$ cat config.mk
export PLATFORM = sky130hd
export DESIGN_NAME = mag_readout
export DESIGN_NICKNAME = d
export VERILOG_FILES = /design/src/inc/mag_readout_pkg.sv /design/src/rtl/mag_readout.sv
export SDC_FILE = /design/constraint.sdc
export NUM_CORES = 1
export LEC_CHECK = 0
export ABC_CLOCK_PERIOD_IN_PS = 6350
export CAP_MARGIN = 0
export CORE_ASPECT_RATIO = 0.5
export CORE_UTILIZATION = 55
export DETAILED_ROUTE_END_ITERATION = 10
export DONT_BUFFER_PORTS = 1
export GPL_TIMING_DRIVEN = 0
export PLACE_DENSITY = 0.73
export SLEW_MARGIN = 5
export SYNTH_ARGS = -nofsm -noshare
export SYNTH_HDL_FRONTEND = slang
export SYNTH_SLANG_ARGS = --single-unit
$ cat constraint.sdc
create_clock -name ref_clk -period 6.35 [get_ports ref_clk]
set_input_delay 1.5875 -clock ref_clk [delete_from_list [all_inputs] [get_ports ref_clk]]
set_output_delay 1.5875 -clock ref_clk [all_outputs]
set_load 0.02 [all_outputs]
$ cat src/inc/mag_readout_pkg.sv
// constants, field layout and carrier types of the magnetometer readout.
// assumes a byte-wide register port with a 5-bit register index.
package mag_readout_pkg;

  localparam int ADDR_W = 5;

  // register offsets
  localparam logic [4:0] OFS_IDENTITY  = 5'h00;
  localparam logic [4:0] OFS_DETAILS   = 5'h01;
  localparam logic [4:0] OFS_STATUS1   = 5'h02;
  localparam logic [4:0] OFS_XLOW      = 5'h03;
  localparam logic [4:0] OFS_XHIGH     = 5'h04;
  localparam logic [4:0] OFS_YLOW      = 5'h05;
  localparam logic [4:0] OFS_YHIGH     = 5'h06;
  localparam logic [4:0] OFS_ZLOW      = 5'h07;
  localparam logic [4:0] OFS_ZHIGH     = 5'h08;
  localparam logic [4:0] OFS_STATUS2   = 5'h09;
  localparam logic [4:0] OFS_CONTROL1  = 5'h0a;
  localparam logic [4:0] OFS_CONTROL2  = 5'h0b;
  localparam logic [4:0] OFS_SELFTEST  = 5'h0c;
  localparam logic [4:0] OFS_FTEST_A   = 5'h0d;
  localparam logic [4:0] OFS_FTEST_B   = 5'h0e;
  localparam logic [4:0] OFS_PORT_DIS  = 5'h0f;
  localparam logic [4:0] OFS_XTRIM     = 5'h10;
  localparam logic [4:0] OFS_YTRIM     = 5'h11;
  localparam logic [4:0] OFS_ZTRIM     = 5'h12;

  // field positions
  localparam int RDY_BIT   = 0;
  localparam int SKIP_BIT  = 1;
  localparam int OVF_BIT   = 3;
  localparam int WIDTH_BIT = 4;
  localparam int SOFT_RESET_BIT = 0;
  localparam int SELFTEST_BIT   = 6;
  localparam int MODE_MSB  = 3;

  localparam logic [7:0] BYTE_RESET   = 8'h00;
  localparam logic [7:0] PORT_DIS_KEY = 8'h1b;

  // operating mode codes
  localparam logic [3:0] MODE_OFF    = 4'h0;
  localparam logic [3:0] MODE_SINGLE = 4'h1;
  localparam logic [3:0] MODE_CONT1  = 4'h2;
  localparam logic [3:0] MODE_CONT2  = 4'h6;
  localparam logic [3:0] MODE_TRIG   = 4'h4;
  localparam logic [3:0] MODE_SELF   = 4'h8;
  localparam logic [3:0] MODE_FUSE   = 4'hf;

  // output limits, 16-bit and 14-bit settings
  localparam logic signed [15:0] MAX_16 = 16'sh7ff8;
  localparam logic signed [15:0] MIN_16 = 16'sh8008;
  localparam logic signed [15:0] MAX_14 = 16'sh1ffe;
  localparam logic signed [15:0] MIN_14 = 16'she002;

  typedef struct packed {
    logic [15:0] x;
    logic [15:0] y;
    logic [15:0] z;
    logic        overflow;
  } meas_s;

endpackage

$ cat src/rtl/mag_readout.sv
// register readout logic of a three-axis magnetic sensor.
// assumes a same-clock register port and a same-clock sensing front end
// that pulses meas_begin at measurement start and meas_done with a result.
//
// Function
// - reset returns every register to initial value
// - offset zero reads fixed identity byte
// - result ready flag set in single/self-test
// - ready flag cleared by status two/data read
// - skipped flag set in continuous/trigger modes
// - skipped flag cleared by status two/data read
// - axis words little endian from 03H, reset zero
// - results signed two's complement, low first
// - 16-bit results clamped to plus/minus 32760
// - sensor overflow flag in status two bit3
// - overflow flag cleared when measurement begins
// - status two bit4 mirrors width setting
// - streaming-mode data read opens session until status two
// - mode field low four bits, listed codes
// - width bit selects 14 or 16 bit
// - control one write clears 02H to 08H and 09H bit3
// - soft reset initialises all, bit self-clears
`timescale 1ns/10ps

module mag_readout #(
  parameter logic [7:0] IDENTITY = 8'h5a, // arbitrary value
  parameter logic [7:0] DETAILS  = 8'h00, // arbitrary value
  parameter logic [7:0] X_TRIM   = 8'h80,
  parameter logic [7:0] Y_TRIM   = 8'h80,
  parameter logic [7:0] Z_TRIM   = 8'h80
) (
  // clock and reset
  input  wire logic                 ref_clk,
  input  wire logic                 rstn,
  // register port
  input  wire logic [4:0]           reg_addr,
  input  wire logic                 reg_wr,
  input  wire logic                 reg_rd,
  input  wire logic [7:0]           reg_wdata,
  output logic      [7:0]           reg_rdata,
  output logic                      reg_rvalid,
  // sensing front end
  input  wire logic                 meas_begin,
  input  wire logic                 meas_done,
  input  wire mag_readout_pkg::meas_s meas_in,
  output logic      [3:0]           op_mode,
  output logic                      wide_output,
  output logic                      selftest_on
);

  // clamp to the range of the selected width
  function automatic logic [15:0] clamp(input logic [15:0] v,
                                        input logic        wide);
    logic signed [15:0] hi;
    logic signed [15:0] lo;
    hi = wide ? mag_readout_pkg::MAX_16 : mag_readout_pkg::MAX_14;
    lo = wide ? mag_readout_pkg::MIN_16 : mag_readout_pkg::MIN_14;
    if ($signed(v) > hi) begin
      clamp = hi;
    end else if ($signed(v) < lo) begin
      clamp = lo;
    end else begin
      clamp = v;
    end
  endfunction

  function automatic logic is_streaming(input logic [3:0] m);
    is_streaming = (m == mag_readout_pkg::MODE_CONT1) ||
                   (m == mag_readout_pkg::MODE_CONT2) ||
                   (m == mag_readout_pkg::MODE_TRIG);
  endfunction

  function automatic logic is_data(input logic [4:0] a);
    is_data = (a >= mag_readout_pkg::OFS_XLOW) &&
              (a <= mag_readout_pkg::OFS_ZHIGH);
  endfunction

  // only these two modes report through the ready flag
  function automatic logic sets_ready(input logic [3:0] m);
    sets_ready = (m == mag_readout_pkg::MODE_SINGLE) ||
                 (m == mag_readout_pkg::MODE_SELF);
  endfunction

  // little-endian byte of an axis word
  function automatic logic [7:0] word_byte(input logic [15:0] w,
                                           input logic        upper);
    word_byte = upper ? w[15:8] : w[7:0];
  endfunction

  logic [7:0]  control_one_q;
  logic [7:0]  selftest_q;
  logic [7:0]  port_dis_q;
  logic        ready_q;
  logic        skipped_q;
  logic        overflow_q;
  logic        session_q;
  logic [15:0] x_q;
  logic [15:0] y_q;
  logic [15:0] z_q;
  logic [7:0]  rdata_d;

  logic [3:0]  mode;
  logic        soft_reset;
  logic        reinit;
  logic        rd_data;
  logic        rd_status2;
  logic        flag_clear;
  logic        blocked;
  logic        accept;
  logic        skip;
  logic        wide;
  logic        wr_control1;
  logic        wr_selftest;
  logic        wr_port_dis;
  logic        set_ready;
  logic        set_overflow;

  assign mode       = control_one_q[mag_readout_pkg::MODE_MSB:0];
  assign soft_reset = reg_wr &&
                      (reg_addr == mag_readout_pkg::OFS_CONTROL2) &&
                      reg_wdata[mag_readout_pkg::SOFT_RESET_BIT];
  assign wr_control1 = reg_wr &&
                       (reg_addr == mag_readout_pkg::OFS_CONTROL1);
  assign wr_selftest = reg_wr &&
                       (reg_addr == mag_readout_pkg::OFS_SELFTEST);
  assign wr_port_dis = reg_wr &&
                       (reg_addr == mag_readout_pkg::OFS_PORT_DIS);
  assign reinit     = soft_reset || wr_control1;
  assign rd_data    = reg_rd && is_data(reg_addr);
  assign rd_status2 = reg_rd && (reg_addr == mag_readout_pkg::OFS_STATUS2);
  assign flag_clear = rd_data || rd_status2;
  // a data read this cycle already froze the old bytes, so block too
  assign blocked    = session_q || (rd_data && is_streaming(mode));
  assign accept     = meas_done && !blocked;
  assign skip       = meas_done && blocked && is_streaming(mode);
  assign set_ready  = accept && sets_ready(mode);
  assign set_overflow = accept && meas_in.overflow;
  assign wide       = control_one_q[mag_readout_pkg::WIDTH_BIT];

  // control one; soft reset restores it, the bit itself never stored
  always_ff @(posedge ref_clk or negedge rstn) begin
    if (!rstn) begin
      control_one_q <= mag_readout_pkg::BYTE_RESET;
    end else if (soft_reset) begin
      control_one_q <= mag_readout_pkg::BYTE_RESET;
    end else if (wr_control1) begin
      control_one_q <= {3'b000,
                        reg_wdata[mag_readout_pkg::WIDTH_BIT:0]};
    end
  end

  // self-test control keeps all eight bits
  always_ff @(posedge ref_clk or negedge rstn) begin
    if (!rstn) begin
      selftest_q <= mag_readout_pkg::BYTE_RESET;
    end else if (soft_reset) begin
      selftest_q <= mag_readout_pkg::BYTE_RESET;
    end else if (wr_selftest) begin
      selftest_q <= reg_wdata;
    end
  end

  // port disable; once the key is in, locked until a reset
  always_ff @(posedge ref_clk or negedge rstn) begin
    if (!rstn) begin
      port_dis_q <= mag_readout_pkg::BYTE_RESET;
    end else if (soft_reset) begin
      port_dis_q <= mag_readout_pkg::BYTE_RESET;
    end else if (wr_port_dis &&
                 (port_dis_q != mag_readout_pkg::PORT_DIS_KEY)) begin
      port_dis_q <= reg_wdata;
    end
  end

  // reading session of streaming modes
  // single mode reads never lock, so a new result always lands there
  always_ff @(posedge ref_clk or negedge rstn) begin
    if (!rstn) begin
      session_q <= 1'b0;
    end else if (reinit || rd_status2) begin
      session_q <= 1'b0;
    end else if (rd_data && is_streaming(mode)) begin
      session_q <= 1'b1;
    end
  end

  // status flags; in the same cycle reinit wins over a new event, and a new event wins over a read or measurement-start clear
  always_ff @(posedge ref_clk or negedge rstn) begin
    if (!rstn) begin
      ready_q <= 1'b0;
    end else if (reinit) begin
      ready_q <= 1'b0;
    end else if (set_ready) begin
      ready_q <= 1'b1;
    end else if (flag_clear) begin
      ready_q <= 1'b0;
    end
  end

  always_ff @(posedge ref_clk or negedge rstn) begin
    if (!rstn) begin
      skipped_q <= 1'b0;
    end else if (reinit) begin
      skipped_q <= 1'b0;
    end else if (skip) begin
      skipped_q <= 1'b1;
    end else if (flag_clear) begin
      skipped_q <= 1'b0;
    end
  end

  always_ff @(posedge ref_clk or negedge rstn) begin
    if (!rstn) begin
      overflow_q <= 1'b0;
    end else if (reinit) begin
      overflow_q <= 1'b0;
    end else if (set_overflow) begin
      overflow_q <= 1'b1;
    end else if (meas_begin) begin
      overflow_q <= 1'b0;
    end
  end

  // measurement words
  always_ff @(posedge ref_clk or negedge rstn) begin
    if (!rstn) begin
      x_q <= {2{mag_readout_pkg::BYTE_RESET}};
      y_q <= {2{mag_readout_pkg::BYTE_RESET}};
      z_q <= {2{mag_readout_pkg::BYTE_RESET}};
    end else if (reinit) begin
      x_q <= {2{mag_readout_pkg::BYTE_RESET}};
      y_q <= {2{mag_readout_pkg::BYTE_RESET}};
      z_q <= {2{mag_readout_pkg::BYTE_RESET}};
    end else if (accept) begin
      // results dropped in a frozen session only show up as skip
      x_q <= clamp(meas_in.x, wide);
      y_q <= clamp(meas_in.y, wide);
      z_q <= clamp(meas_in.z, wide);
    end
  end

  // read data mux; trim bytes are only meaningful in fuse access mode
  always_comb begin
    rdata_d = mag_readout_pkg::BYTE_RESET;
    if (reg_addr == mag_readout_pkg::OFS_IDENTITY) begin
      rdata_d = IDENTITY;
    end else if (reg_addr == mag_readout_pkg::OFS_DETAILS) begin
      rdata_d = DETAILS;
    end else if (reg_addr == mag_readout_pkg::OFS_STATUS1) begin
      rdata_d[mag_readout_pkg::RDY_BIT]  = ready_q;
      rdata_d[mag_readout_pkg::SKIP_BIT] = skipped_q;
    end else if (reg_addr == mag_readout_pkg::OFS_XLOW) begin
      rdata_d = word_byte(x_q, 1'b0);
    end else if (reg_addr == mag_readout_pkg::OFS_XHIGH) begin
      rdata_d = word_byte(x_q, 1'b1);
    end else if (reg_addr == mag_readout_pkg::OFS_YLOW) begin
      rdata_d = word_byte(y_q, 1'b0);
    end else if (reg_addr == mag_readout_pkg::OFS_YHIGH) begin
      rdata_d = word_byte(y_q, 1'b1);
    end else if (reg_addr == mag_readout_pkg::OFS_ZLOW) begin
      rdata_d = word_byte(z_q, 1'b0);
    end else if (reg_addr == mag_readout_pkg::OFS_ZHIGH) begin
      rdata_d = word_byte(z_q, 1'b1);
    end else if (reg_addr == mag_readout_pkg::OFS_STATUS2) begin
      rdata_d[mag_readout_pkg::OVF_BIT]   = overflow_q;
      rdata_d[mag_readout_pkg::WIDTH_BIT] =
        control_one_q[mag_readout_pkg::WIDTH_BIT];
    end else if (reg_addr == mag_readout_pkg::OFS_CONTROL1) begin
      rdata_d = control_one_q;
    end else if (reg_addr == mag_readout_pkg::OFS_SELFTEST) begin
      rdata_d = selftest_q;
    end else if (reg_addr == mag_readout_pkg::OFS_PORT_DIS) begin
      rdata_d = port_dis_q;
    end else if (mode == mag_readout_pkg::MODE_FUSE) begin
      if (reg_addr == mag_readout_pkg::OFS_XTRIM) begin
        rdata_d = X_TRIM;
      end else if (reg_addr == mag_readout_pkg::OFS_YTRIM) begin
        rdata_d = Y_TRIM;
      end else if (reg_addr == mag_readout_pkg::OFS_ZTRIM) begin
        rdata_d = Z_TRIM;
      end
    end
  end

  // read strobe echoed one cycle later
  always_ff @(posedge ref_clk or negedge rstn) begin
    if (!rstn) begin
      reg_rvalid <= 1'b0;
    end else begin
      reg_rvalid <= reg_rd;
    end
  end

  // control two, factory test and unmapped offsets read as zero
  always_ff @(posedge ref_clk or negedge rstn) begin
    if (!rstn) begin
      reg_rdata <= mag_readout_pkg::BYTE_RESET;
    end else if (reg_rd) begin
      reg_rdata <= rdata_d;
    end
  end

  assign op_mode     = mode;
  assign wide_output = wide;
  assign selftest_on = selftest_q[mag_readout_pkg::SELFTEST_BIT];

endmodule // mag_readout

* Yosys cells after proc, flatten, opt, wreduce, memory -nomap -nowiden
Cells that the tools add are included.
Storage, ports and cells: register bits 85, input bits 68, output and inout bits 15, logic and storage cells 125
Cells by class: order comparisons 8, equality and inequality tests 23, mux-type cells 50, reductions and logical operators 32
Operators by type and width (count):
- $mux W16 | 12
- $mux W8 | 21
- $gt A16 B16 Y1 | 3
- $lt A16 B16 Y1 | 3
- $eq A5 B4 Y1 const B | 6
- $mux W15 | 2
- $eq A5 B3 Y1 const B | 4
- $eq A5 B5 Y1 const B | 3
- $logic_and A1 B1 Y1 | 15
- $eq A5 B2 Y1 const B | 2
- $mux W1 | 10
- $reduce_bool A2 Y1 | 5
- $reduce_bool A3 Y1 | 3
- $eq A4 B3 Y1 const B | 2
- $eq A4 B4 Y1 const B | 2
- $ne A8 B5 Y1 const B | 1
- $logic_or A1 B1 Y1 | 7
- $mux W3 | 2
- $mux W6 | 1
- $eq A5 B1 Y1 const B | 1
- $ge A5 B2 Y1 const B | 1
- $le A5 B4 Y1 const B | 1
- $logic_not A5 Y1 | 1
- $eq A4 B1 Y1 const B | 1
- other kinds (3) | 4

* Longest topological paths before layout
Gate-level depths: netlist of run 1.
depth in word-level cells 18, gate-level depth with buffers 15, depth with buffers taken out 13

* Worst setup path before layout of run 1
No wires, ideal clock.
path kind input to register, start point input meas_in[36] in the netlist's numbering, end point register x_q[11], setup time 0.104 ns, data arrival time 3.545 ns, required time 6.246 ns, path slack 2.702 ns, stages 12, path buffers 1, cell sequence ha_1 -> or4_1 -> nor3_1 -> a31oi_1 -> nor2_1 -> nor2_1 -> o21ai_0 -> ha_1 -> inv_1 -> clkbuf_1 -> nand2_1 -> a221oi_1
On the way: word-level cells in the longest chain between the ends 5, elaborated cells on any way between the ends 6, those cells by class order compare: 2; mux: 4
RTL lines:
- from (decl) | line mag_readout.sv:45 | input wire mag_readout_pkg::meas_s meas_in,
- $lt A16 B16 Y1 | line mag_readout.sv:60 | end else if ($signed(v) < lo) begin
- $mux W16 | line mag_readout.sv:60
- $mux W16 * | line mag_readout.sv:58 | if ($signed(v) > hi) begin
- $mux W16 * | line mag_readout.sv:234 | end else if (accept) begin
- $mux W16 * | line mag_readout.sv:230 | end else if (reinit) begin
- to (signal assigned) | line mag_readout.sv:227 | x_q <= {2{mag_readout_pkg::BYTE_RESET}};
- to (signal assigned) | line mag_readout.sv:231 | x_q <= {2{mag_readout_pkg::BYTE_RESET}};
- to (signal assigned) | line mag_readout.sv:236 | x_q <= clamp(meas_in.x, wide);
- to (decl) | line mag_readout.sv:97 | logic [15:0] x_q;
Every way passes the cells marked *; elsewhere a longest branch is shown, timed or not. The select of a mux whose other input is x is not followed. A chain may end at the register's enable or synchronous reset.

* Worst setup path after layout of run 1
start point register control_one_q[4], end point register x_q[11]
On the way: word-level cells in the longest chain between the ends 6, elaborated cells on any way between the ends 8, those cells by class order compare: 2; mux: 6
RTL lines:
- from (decl) | line mag_readout.sv:90 | logic [7:0] control_one_q;
- from (signal assigned) | line mag_readout.sv:143 | control_one_q <= mag_readout_pkg::BYTE_RESET;
- from (signal assigned) | line mag_readout.sv:145 | control_one_q <= mag_readout_pkg::BYTE_RESET;
- from (signal assigned) | line mag_readout.sv:147 | control_one_q <= {3'b000,
- $mux W15 | line mag_readout.sv:57 | lo = wide ? mag_readout_pkg::MIN_16 : mag_readout_pkg::MIN_14;
- $lt A16 B16 Y1 | line mag_readout.sv:60
- $mux W16 | line mag_readout.sv:60
- $mux W16 * | line mag_readout.sv:58
- $mux W16 * | line mag_readout.sv:234
- $mux W16 * | line mag_readout.sv:230
Marked as above.

==> impl_metrics.json, run 1 <==
{
  "status": "complete, no violations",
  "finalClockSkew_ns": 0.006200,
  "portBuffers": 0,
  "h-tree-depth": 3,
  "yosys_most_used_dff": "dfrtp_1",
  "grt_use_total_pct": 34.99,
  "synth_top_family_by_area": "compound AO/OA/AOI/OAI gates",
  "maxCapViolations": 0,
  "seq_area_frac_synth_pct": 38.77,
  "layout-drive-gt1-share_pct": 6.376,
  "tightest_slew_ns": 0.8300,
  "timing.final.crit_share_pct": 64.61,
  "hold_violations": 0,
  "max_stage_delay_ns": 0.74,
  "antenna_cells": 0,
  "clock-root-buffer": "clkbuf_16",
  "end_kind": "register",
  "rsz0062_at_grt": "no",
  "path_max_fanout": 21,
  "muxShareOfSynthArea_pct": 6.596,
  "syn_area_sq_um": 5293,
  "crit_required_ns": 6.59,
  "post_cts_resized": 0,
  "grt_max_degree": 83,
  "drcViolationCount": 0,
  "start_kind": "register",
  "synth-edff-count": 0,
  "io_pins": 83,
  "syn_inst": 627,
  "cp_cell_sequence": "clkbuf_1 > inv_1 > buf_4 > ha_1 > or4_1 > nor3_1 > a31oi_1 > nor2_1 > nor2_1 > o21ai_0 > ha_1 > inv_1 > clkbuf_1 > nand2_1 > a221oi_1",
  "synth_cell_types": 63,
  "critPathKind": "reg2reg",
  "placed_cell_area_sq_um": 5439,
  "tns_ns": 0,
  "synthXorXnorAreaFrac_pct": 0.1655,
  "synthAdderAreaFrac_pct": 5.863,
  "synthArstFlopShare_pct": 100.0,
  "core_area_sq_um": 9009,
  "overflow": 0,
  "period_needed_ns": 4.103,
  "avgSynthCellArea_sq_um": 8.441,
  "clockBufferDepth": 2,
  "clock_sinks": 82,
  "cts_tree": "built",
  "post_cts_buffers": 0,
  "arrival_ns": 4.35,
  "cts_hold_buf": 0,
  "clkTransAtPathRegs_ns": 0.06,
  "finalNetCount": 730,
  "vias": 4986,
  "insertion_delay_ns": 0.34,
  "n_fill_cell": 794,
  "grt_pass1_wl_um": 26190,
  "wl_per_cell_um": 21.76,
  "ys_warn_count": 0,
  "start_util_pct": 58.75,
  "fmaxAchievable_mhz": 243.7,
  "post-route-util_pct": 63.58,
  "setup_viol": 0,
  "crit_path_top_delay_cell": "dfrtp_1",
  "cp_num_buf_inv": 5,
  "ys_seq_elements": 82,
  "static-leakage-power_nw": 2.347,
  "syn-num-nets": 719,
  "synthSimpleGateAreaFrac_pct": 18.20,
  "vias_per_cell": 6.561,
  "place.gp.congestion": 0.9790,
  "antenna_found_initial": 1,
  "fin_area_sq_um": 5728,
  "place_hpwl_um": 12490,
  "peakVddDrop_uv": 190.0,
  "powerDensity_nw_per_um2": 346.6,
  "fp-row-count": 24,
  "synthToLayoutAreaGrowth_pct": 8.227,
  "ant_nets": 0,
  "firstDrtPassIters": 6,
  "p_total_mw": 1.985,
  "hold_class": "reg2reg",
  "drv_slew": 0,
  "numCtsBuffers": 9,
  "die_w_um": 140.7,
  "drt_first_iter_violations": 435,
  "dieArea_sq_um": 10040,
  "synth-compound-area-share_pct": 25.48,
  "path_delay_family": "buffers and inverters",
  "max_slew_margin_pct": 44.30,
  "die_h_um": 71.37,
  "wl_um": 16540,
  "grt_pass1_vias": 4731
}
[cell usage after synthesis, types with 5 or more instances]
| library cell | instances | area share (%) |
|---|---|---|
| ha_1 | 24 | 5.7 |
| nor3_1 | 9 | 0.85 |
| buf_2 | 7 | 0.66 |
| dfrtp_1 | 82 | 39 |
| nor4_1 | 5 | 0.59 |
| a21oi_1 | 84 | 7.9 |
| nor2_1 | 55 | 3.9 |
| a211oi_1 | 5 | 0.71 |
| o211ai_1 | 7 | 0.99 |
| o21ai_0 | 66 | 6.2 |
| nand2_1 | 61 | 4.3 |
| a31oi_1 | 12 | 1.4 |
| inv_1 | 21 | 1.5 |
| clkbuf_1 | 32 | 2.3 |
| mux2i_1 | 27 | 5.1 |
| nand3_1 | 15 | 1.4 |
| mux2_2 | 5 | 1.1 |
| nand4_1 | 7 | 0.83 |
| nor2b_1 | 7 | 0.83 |
| nand2b_1 | 12 | 1.4 |
| o22ai_1 | 7 | 0.83 |
[power by group]
| part | switching (mW) | internal (mW) | total, mW | leakage, nW |
|---|---|---|---|---|
| Sequential | 0.186 | 0.707 | 0.892 | 0.998 |
| Clock | 0.211 | 0.305 | 0.516 | 0.129 |
| Combinational | 0.344 | 0.233 | 0.577 | 1.22 |
[layout by cell type, fill, tap and decap left out, drive strengths merged, types with 3 or more instances in the layout]
master    synthesis  final
o211ai            7      7
nand4b            3      3
a21o              3      3
ha               24     24
nor2             56     56
inv              22     22
and3              4      4
nand2            61     61
o21ai            70     70
nand4             7      7
nor2b             7      7
clkbuf           32     44
clkinvlp          0      3
or3               3      3
o22ai             7      7
a22oi             3      3
a31oi            12     12
mux2              5      5
mux2i            27     27
o21a              3      3
nor3             10     10
a32oi             4      4
a21oi            86     86
nor4              6      6
a211oi            5      5
buf              10     10
a22o              3      3
nand3            15     15
dfrtp            82     82
o221ai            4      4
nand2b           12     12
and2              4      4
or4               5      5
[tightest hold or removal path: cells and delay by family, from the launching register on]
family / cells / cell delay [ns]
flip-flops: 1 / 0.36
AO/OA/AOI/OAI: 1 / 0.07
AND/OR/NAND/NOR: 1 / 0.05
[logic make-up (layout without fill, tap and decap cells)]
family	after synthesis	count (layout)
AO/OA/AOI/OAI	225	225
AND/OR/NAND/NOR	197	197
flip-flops	82	82
buffers and inverters	64	80
multiplexers	33	33
adder cells (fa/ha/maj)	25	25
XOR/XNOR	1	1
[metal layers]
layer | global-route usage [%] | part of all wire (%)
met5 | 0 | 0.079
met3 | 11.23 | 13
met4 | 7.005 | 1.0
met2 | 49.81 | 40
met1 | 51.97 | 46
[state kept, by name, summed over array words and instances, names as in the netlist]
signal         flops
x_q               16
y_q               16
z_q               16
port_dis_q         8
reg_rdata          8
selftest_q         8
control_one_q      5
overflow_q         1
ready_q            1
reg_rvalid         1
session_q          1
skipped_q          1
[path summary, 6_finish.rpt]
path,start,end,slack [ns],depth (start not counted)
worst min-delay path,y_q[13]$_DFFE_PN0P_,y_q[13]$_DFFE_PN0P_,0.52,2
worst max-delay path,control_one_q[4]$_DFFE_PN0N_,x_q[11]$_DFFE_PN0P_,2.25,15
worst max register to register,control_one_q[4]$_DFFE_PN0N_,x_q[11]$_DFFE_PN0P_,2.25,15
max in group asynchronous,rstn,y_q[1]$_DFFE_PN0P_,5.30,0
worst min register to register,y_q[13]$_DFFE_PN0P_,y_q[13]$_DFFE_PN0P_,0.52,2
min in group asynchronous,rstn,selftest_q[6]$_DFFE_PN0P_,0.94,0
[per-stage QoR]
step	hold WS (ns)	setup WS [ns]	instances
after floorplan	0.4503	2.702	627
after detailed placement	0.4994	2.303	744
after CTS	0.5124	2.288	760
after global routing	0.5546	1.987	760
after global placement	0.4874	2.337	744
final	0.5226	2.247	760
[layout make-up]
| cell class | count | area [sq um] | share of cell area, % |
|---|---|---|---|
| multi-input combinational | 481 | 2980 | 52.03 |
| tap | 117 | 146.4 | 2.556 |
| inverter | 22 | 82.58 | 1.442 |
| buffer | 42 | 177.7 | 3.102 |
| sequential | 82 | 2052 | 35.82 |
| clock buffer | 12 | 236.5 | 4.128 |
| clock inverter | 4 | 52.55 | 0.9174 |
No activity file was read; power rests on OpenSTA's default activity.
==> run 2: changes to the inputs <==
ABC_CLOCK_PERIOD_IN_PS = 3800   (was 6350)
clock period = 3.8 ns   (was 6.35 ns; I/O delays follow)
==> impl_metrics.json, run 2 (synthesized netlist as in run 1, its figures left out) <==
{
  "status": "complete, no violations",
  "period_needed_ns": 3.589,
  "finalNetCount": 730,
  "drv_slew": 0,
  "start_util_pct": 58.75,
  "ant_nets": 0,
  "arrival_ns": 3.83,
  "placed_cell_area_sq_um": 5439,
  "setup_viol": 0,
  "clockBufferDepth": 2,
  "crit_required_ns": 4.04,
  "io_pins": 83,
  "place.gp.congestion": 0.9790,
  "critPathKind": "reg2reg",
  "clock_sinks": 82,
  "layout-drive-gt1-share_pct": 6.998,
  "wl_um": 16560,
  "antenna_found_initial": 1,
  "vias": 4994,
  "p_total_mw": 3.324,
  "path_max_fanout": 21,
  "h-tree-depth": 3,
  "hold_violations": 0,
  "cts_hold_buf": 0,
  "peakVddDrop_uv": 319.5,
  "die_w_um": 140.7,
  "clock-root-buffer": "clkbuf_16",
  "grt_use_total_pct": 34.99,
  "tightest_slew_ns": 0.8106,
  "numCtsBuffers": 9,
  "fmaxAchievable_mhz": 278.6,
  "end_kind": "register",
  "grt_max_degree": 83,
  "core_area_sq_um": 9009,
  "reg2reg_from": "control_one_q[4]$_DFFE_PN0N_",
  "drcViolationCount": 0,
  "grt_pass1_vias": 4731,
  "final_common_cell": "a21oi_1",
  "portBuffers": 0,
  "firstDrtPassIters": 5,
  "die_h_um": 71.37,
  "maxCapViolations": 0,
  "max_slew_margin_pct": 45.60,
  "reg2reg_to": "x_q[11]$_DFFE_PN0P_",
  "start_kind": "register",
  "wl_per_cell_um": 21.79,
  "cts_tree": "built",
  "dieArea_sq_um": 10040,
  "vias_per_cell": 6.571,
  "powerDensity_nw_per_um2": 579.8,
  "overflow": 0,
  "mostFrequentLayoutCells": "a21oi_1 (84), dfrtp_1 (81), o21ai_0 (66), nand2_1 (61), nor2_1 (55)",
  "top_regs": "x_q x16, y_q x16, z_q x16",
  "tns_ns": 0,
  "timing.final.crit_share_pct": 94.45,
  "static-leakage-power_nw": 2.355,
  "grt_pass1_wl_um": 26190,
  "crit_start": "control_one_q[4]$_DFFE_PN0N_",
  "insertion_delay_ns": 0.34,
  "place_hpwl_um": 12490,
  "hold_class": "in2async",
  "drt_first_iter_violations": 555,
  "fp-row-count": 24,
  "whs_ns": 0.2974,
  "finalClockSkew_ns": 0.006148,
  "rsz0062_at_grt": "no",
  "synthToLayoutAreaGrowth_pct": 8.322,
  "clkTransAtPathRegs_ns": 0.06,
  "crit_end": "x_q[11]$_DFFE_PN0P_",
  "fin_area_sq_um": 5733,
  "antenna_cells": 0,
  "reg2reg_depth": 15,
  "post_cts_buffers": 0,
  "r2r_slack_ns": 0.21
}
## run 2: cell type report
cell class	count	area (sq um)
plain buffers	42	181.4
clock buffers	12	236.5
clock inverters	4	52.55
fillers	794	3276
inverters	22	82.58
multi-input cells	481	2980
flip-flops and latches	82	2053
well taps	117	146.4
## run 2: worst min path at each step
| stage | from | endpoint | slack [ns] | cells past startpoint |
|---|---|---|---|---|
| floorplan | y_q[14]$_DFFE_PN0P_ | y_q[14]$_DFFE_PN0P_ | 0.45 | 2 |
| global placement | y_q[13]$_DFFE_PN0P_ | y_q[13]$_DFFE_PN0P_ | 0.49 | 2 |
| detailed placement | y_q[13]$_DFFE_PN0P_ | y_q[13]$_DFFE_PN0P_ | 0.50 | 2 |
| CTS | rstn | selftest_q[6]$_DFFE_PN0P_ | 0.29 | 0 |
| global route | rstn | selftest_q[6]$_DFFE_PN0P_ | 0.29 | 0 |
| finish | rstn | selftest_q[6]$_DFFE_PN0P_ | 0.30 | 0 |
## run 2: through the flow
stage | instances | setup WS [ns] | util [%]
floorplan | 627 | 0.5339 | -
global placement | 744 | -0.2126 | 60.38
detailed placement | 744 | -0.2474 | 60.38
CTS | 760 | 0.1144 | 63.61
global route | 760 | 0.02371 | 63.64
finish | 760 | 0.2111 | 63.64
## run 2: report_power, final
group,total (mW),switching [mW],internal [mW]
registers,1.49,0.311,1.18
logic,0.968,0.576,0.392
clock network,0.864,0.354,0.510
## run 2: layer usage
metal | vias up | track usage, % | share of wire [%]
li1 | 2301 | - | -
met1 | 2423 | 51.97 | 46
met2 | 249 | 49.81 | 40
met3 | 19 | 11.23 | 13
met4 | 2 | 7.005 | 1.1
met5 | - | 0 | 0.079
## run 2: worst max-delay path: stages, from the launching register on
cell and delay (ns):
dfrtp_2 0.57, clkbuf_2 0.33, inv_1 0.12, buf_4 0.23, ha_1 0.20, or4_1 0.38, nor3_1 0.17, a31oi_1 0.12
nor2_1 0.10, nor2_1 0.04, o21ai_0 0.21, ha_1 0.32, inv_1 0.09, clkbuf_2 0.21, nand2_1 0.11, a221oi_1 0.26
## run 2: repair_timing
item	in CTS	in global routing
setup endpoints to repair	26	16
resized for setup	2	4
endpoints found under the hold margin	0	0
==> run 3: changes to the inputs <==
CORE_ASPECT_RATIO = 1.5   (was 0.5)
REMOVE_ABC_BUFFERS = 1   (was default)
==> impl_metrics.json, run 3 (synthesized netlist as in run 1, its figures left out) <==
{
  "powerDensity_nw_per_um2": 609.6,
  "finalNetCount": 693,
  "tightest_slew_ns": 0.9988,
  "clock_sinks": 82,
  "drcViolationCount": 0,
  "cp_cell_sequence": "clkinvlp_4 > buf_4 > ha_1 > or4_1 > nor3_1 > a31oi_1 > nor2_1 > nor2_1 > o21ai_0 > ha_1 > inv_1 > a21oi_1 > a21oi_1",
  "grt_use_total_pct": 30.13,
  "grt_pass1_wl_um": 22780,
  "mostFrequentLayoutCells": "a21oi_1 (84), dfrtp_1 (81), o21ai_0 (66), nand2_1 (61), nor2_1 (55)",
  "ant_nets": 0,
  "numCtsBuffers": 9,
  "place_hpwl_um": 10340,
  "h-tree-depth": 3,
  "fin_cells": 717,
  "dp_cells": 700,
  "post-route-util_pct": 61.80,
  "tns_ns": 0,
  "drv_slew": 0,
  "start_kind": "register",
  "dieArea_sq_um": 10030,
  "drt_first_iter_violations": 430,
  "path_max_fanout": 21,
  "dp_worst_setup_slack_ns": -0.6033,
  "multi_input_area_sq_um": 3013,
  "clkTransAtPathRegs_ns": 0.06,
  "wl_per_cell_um": 20.09,
  "final_common_cell": "a21oi_1",
  "grt_pass1_vias": 4713,
  "antenna_found_initial": 0,
  "portBuffers": 0,
  "insertion_delay_ns": 0.34,
  "n_fill_cell": 794,
  "rsz0062_at_grt": "no",
  "grt_max_degree": 83,
  "vias_per_cell": 6.717,
  "period_needed_ns": 3.360,
  "peakVddDrop_uv": 343.1,
  "fp-row-count": 43,
  "firstDrtPassIters": 5,
  "antenna_cells": 0,
  "clock-root-buffer": "clkbuf_16",
  "static-leakage-power_nw": 2.358,
  "place.gp.congestion": 0.9228,
  "io_pins": 83,
  "core_area_sq_um": 9308,
  "die_w_um": 82.10,
  "setup_viol": 0,
  "status": "complete, no violations",
  "cts_hold_buf": 0,
  "max_stage_delay_ns": 0.72,
  "overflow": 0,
  "hold_violations": 0,
  "top_regs": "x_q x16, y_q x16, z_q x16",
  "seqCellArea_sq_um": 2053,
  "hold_class": "in2async",
  "fmaxAchievable_mhz": 297.6,
  "crit_required_ns": 4.07,
  "finalClockSkew_ns": 0.005734,
  "finalWorstSetupSlack_ns": 0.4403,
  "max_slew_margin_pct": 33.17,
  "crit_path_top_delay_cell": "dfrtp_2",
  "whs_ns": 0.2975,
  "clockBufferDepth": 2,
  "cts_tree": "built",
  "vias": 4816,
  "critPathKind": "reg2reg",
  "die_h_um": 122.1,
  "layout-drive-gt1-share_pct": 7.107,
  "end_kind": "register",
  "timing.final.crit_share_pct": 88.41,
  "synthToLayoutAreaGrowth_pct": 8.676,
  "start_util_pct": 56.86,
  "arrival_ns": 3.63,
  "wl_um": 14410,
  "maxCapViolations": 0
}
## run 3: final cells by class
cell class,count,share of cell area (%)
Multi-Input combinational cell,481,52.38
Sequential cell,82,35.70
Clock buffer,10,4.155
Clock inverter,5,2.610
Tap cell,112,2.436
Inverter,22,1.501
Timing Repair Buffer,4,1.131
Timing Repair inverter,1,0.08701
## run 3: timing repair
item	4_1_cts	5_1_grt
pin swaps	0	0
endpoints found under the setup margin	48	24
cloned	0	1
gates resized for setup	3	1
setup buffers	0	1
## run 3: metrics by stage
stage | cell area, sq um | total power, mW
floorplan | 5115 | 2.036
global placement | 5255 | 2.291
detailed placement | 5335 | 2.348
CTS | 5736 | 3.497
global route | 5752 | 3.693
finish | 5752 | 3.506
## run 3: report_power, final
group          switching [mW]  internal [mW]
combinational           0.520          0.386
sequential              0.283           1.18
clock                   0.347          0.789
## run 3: worst max-delay path: cells and delay by family, from the launching register on
| family | cells | cell delay, ns |
|---|---|---|
| compound gates | 4 | 0.61 |
| flops | 1 | 0.72 |
| fa+ha+maj | 2 | 0.52 |
| buf+inv | 3 | 0.72 |
| simple gates | 4 | 0.69 |
## run 3: path summary, 6_finish.rpt
| check | startpoint | to | slack, ns | cells after the start |
|---|---|---|---|---|
| max | control_one_q[4]$_DFFE_PN0N_ | z_q[4]$_DFFE_PN0P_ | 0.44 | 13 |
| min | rstn | x_q[5]$_DFFE_PN0P_ | 0.30 | 0 |
| max reg2reg | control_one_q[4]$_DFFE_PN0N_ | z_q[4]$_DFFE_PN0P_ | 0.44 | 13 |
| min reg2reg | y_q[14]$_DFFE_PN0P_ | y_q[14]$_DFFE_PN0P_ | 0.51 | 2 |
| max in group asynchronous | rstn | control_one_q[4]$_DFFE_PN0N_ | 3.38 | 0 |
| min in group ref_clk | y_q[14]$_DFFE_PN0P_ | y_q[14]$_DFFE_PN0P_ | 0.51 | 2 |
## run 3: per-layer routing
layer	global-route usage (%)	share of wire, %	vias to the layer above
li1	-	-	2233
met1	35.59	39	2329
met4	15.24	3.4	0
met2	51.45	51	221
met3	4.944	6.9	33
met5	0	0	-
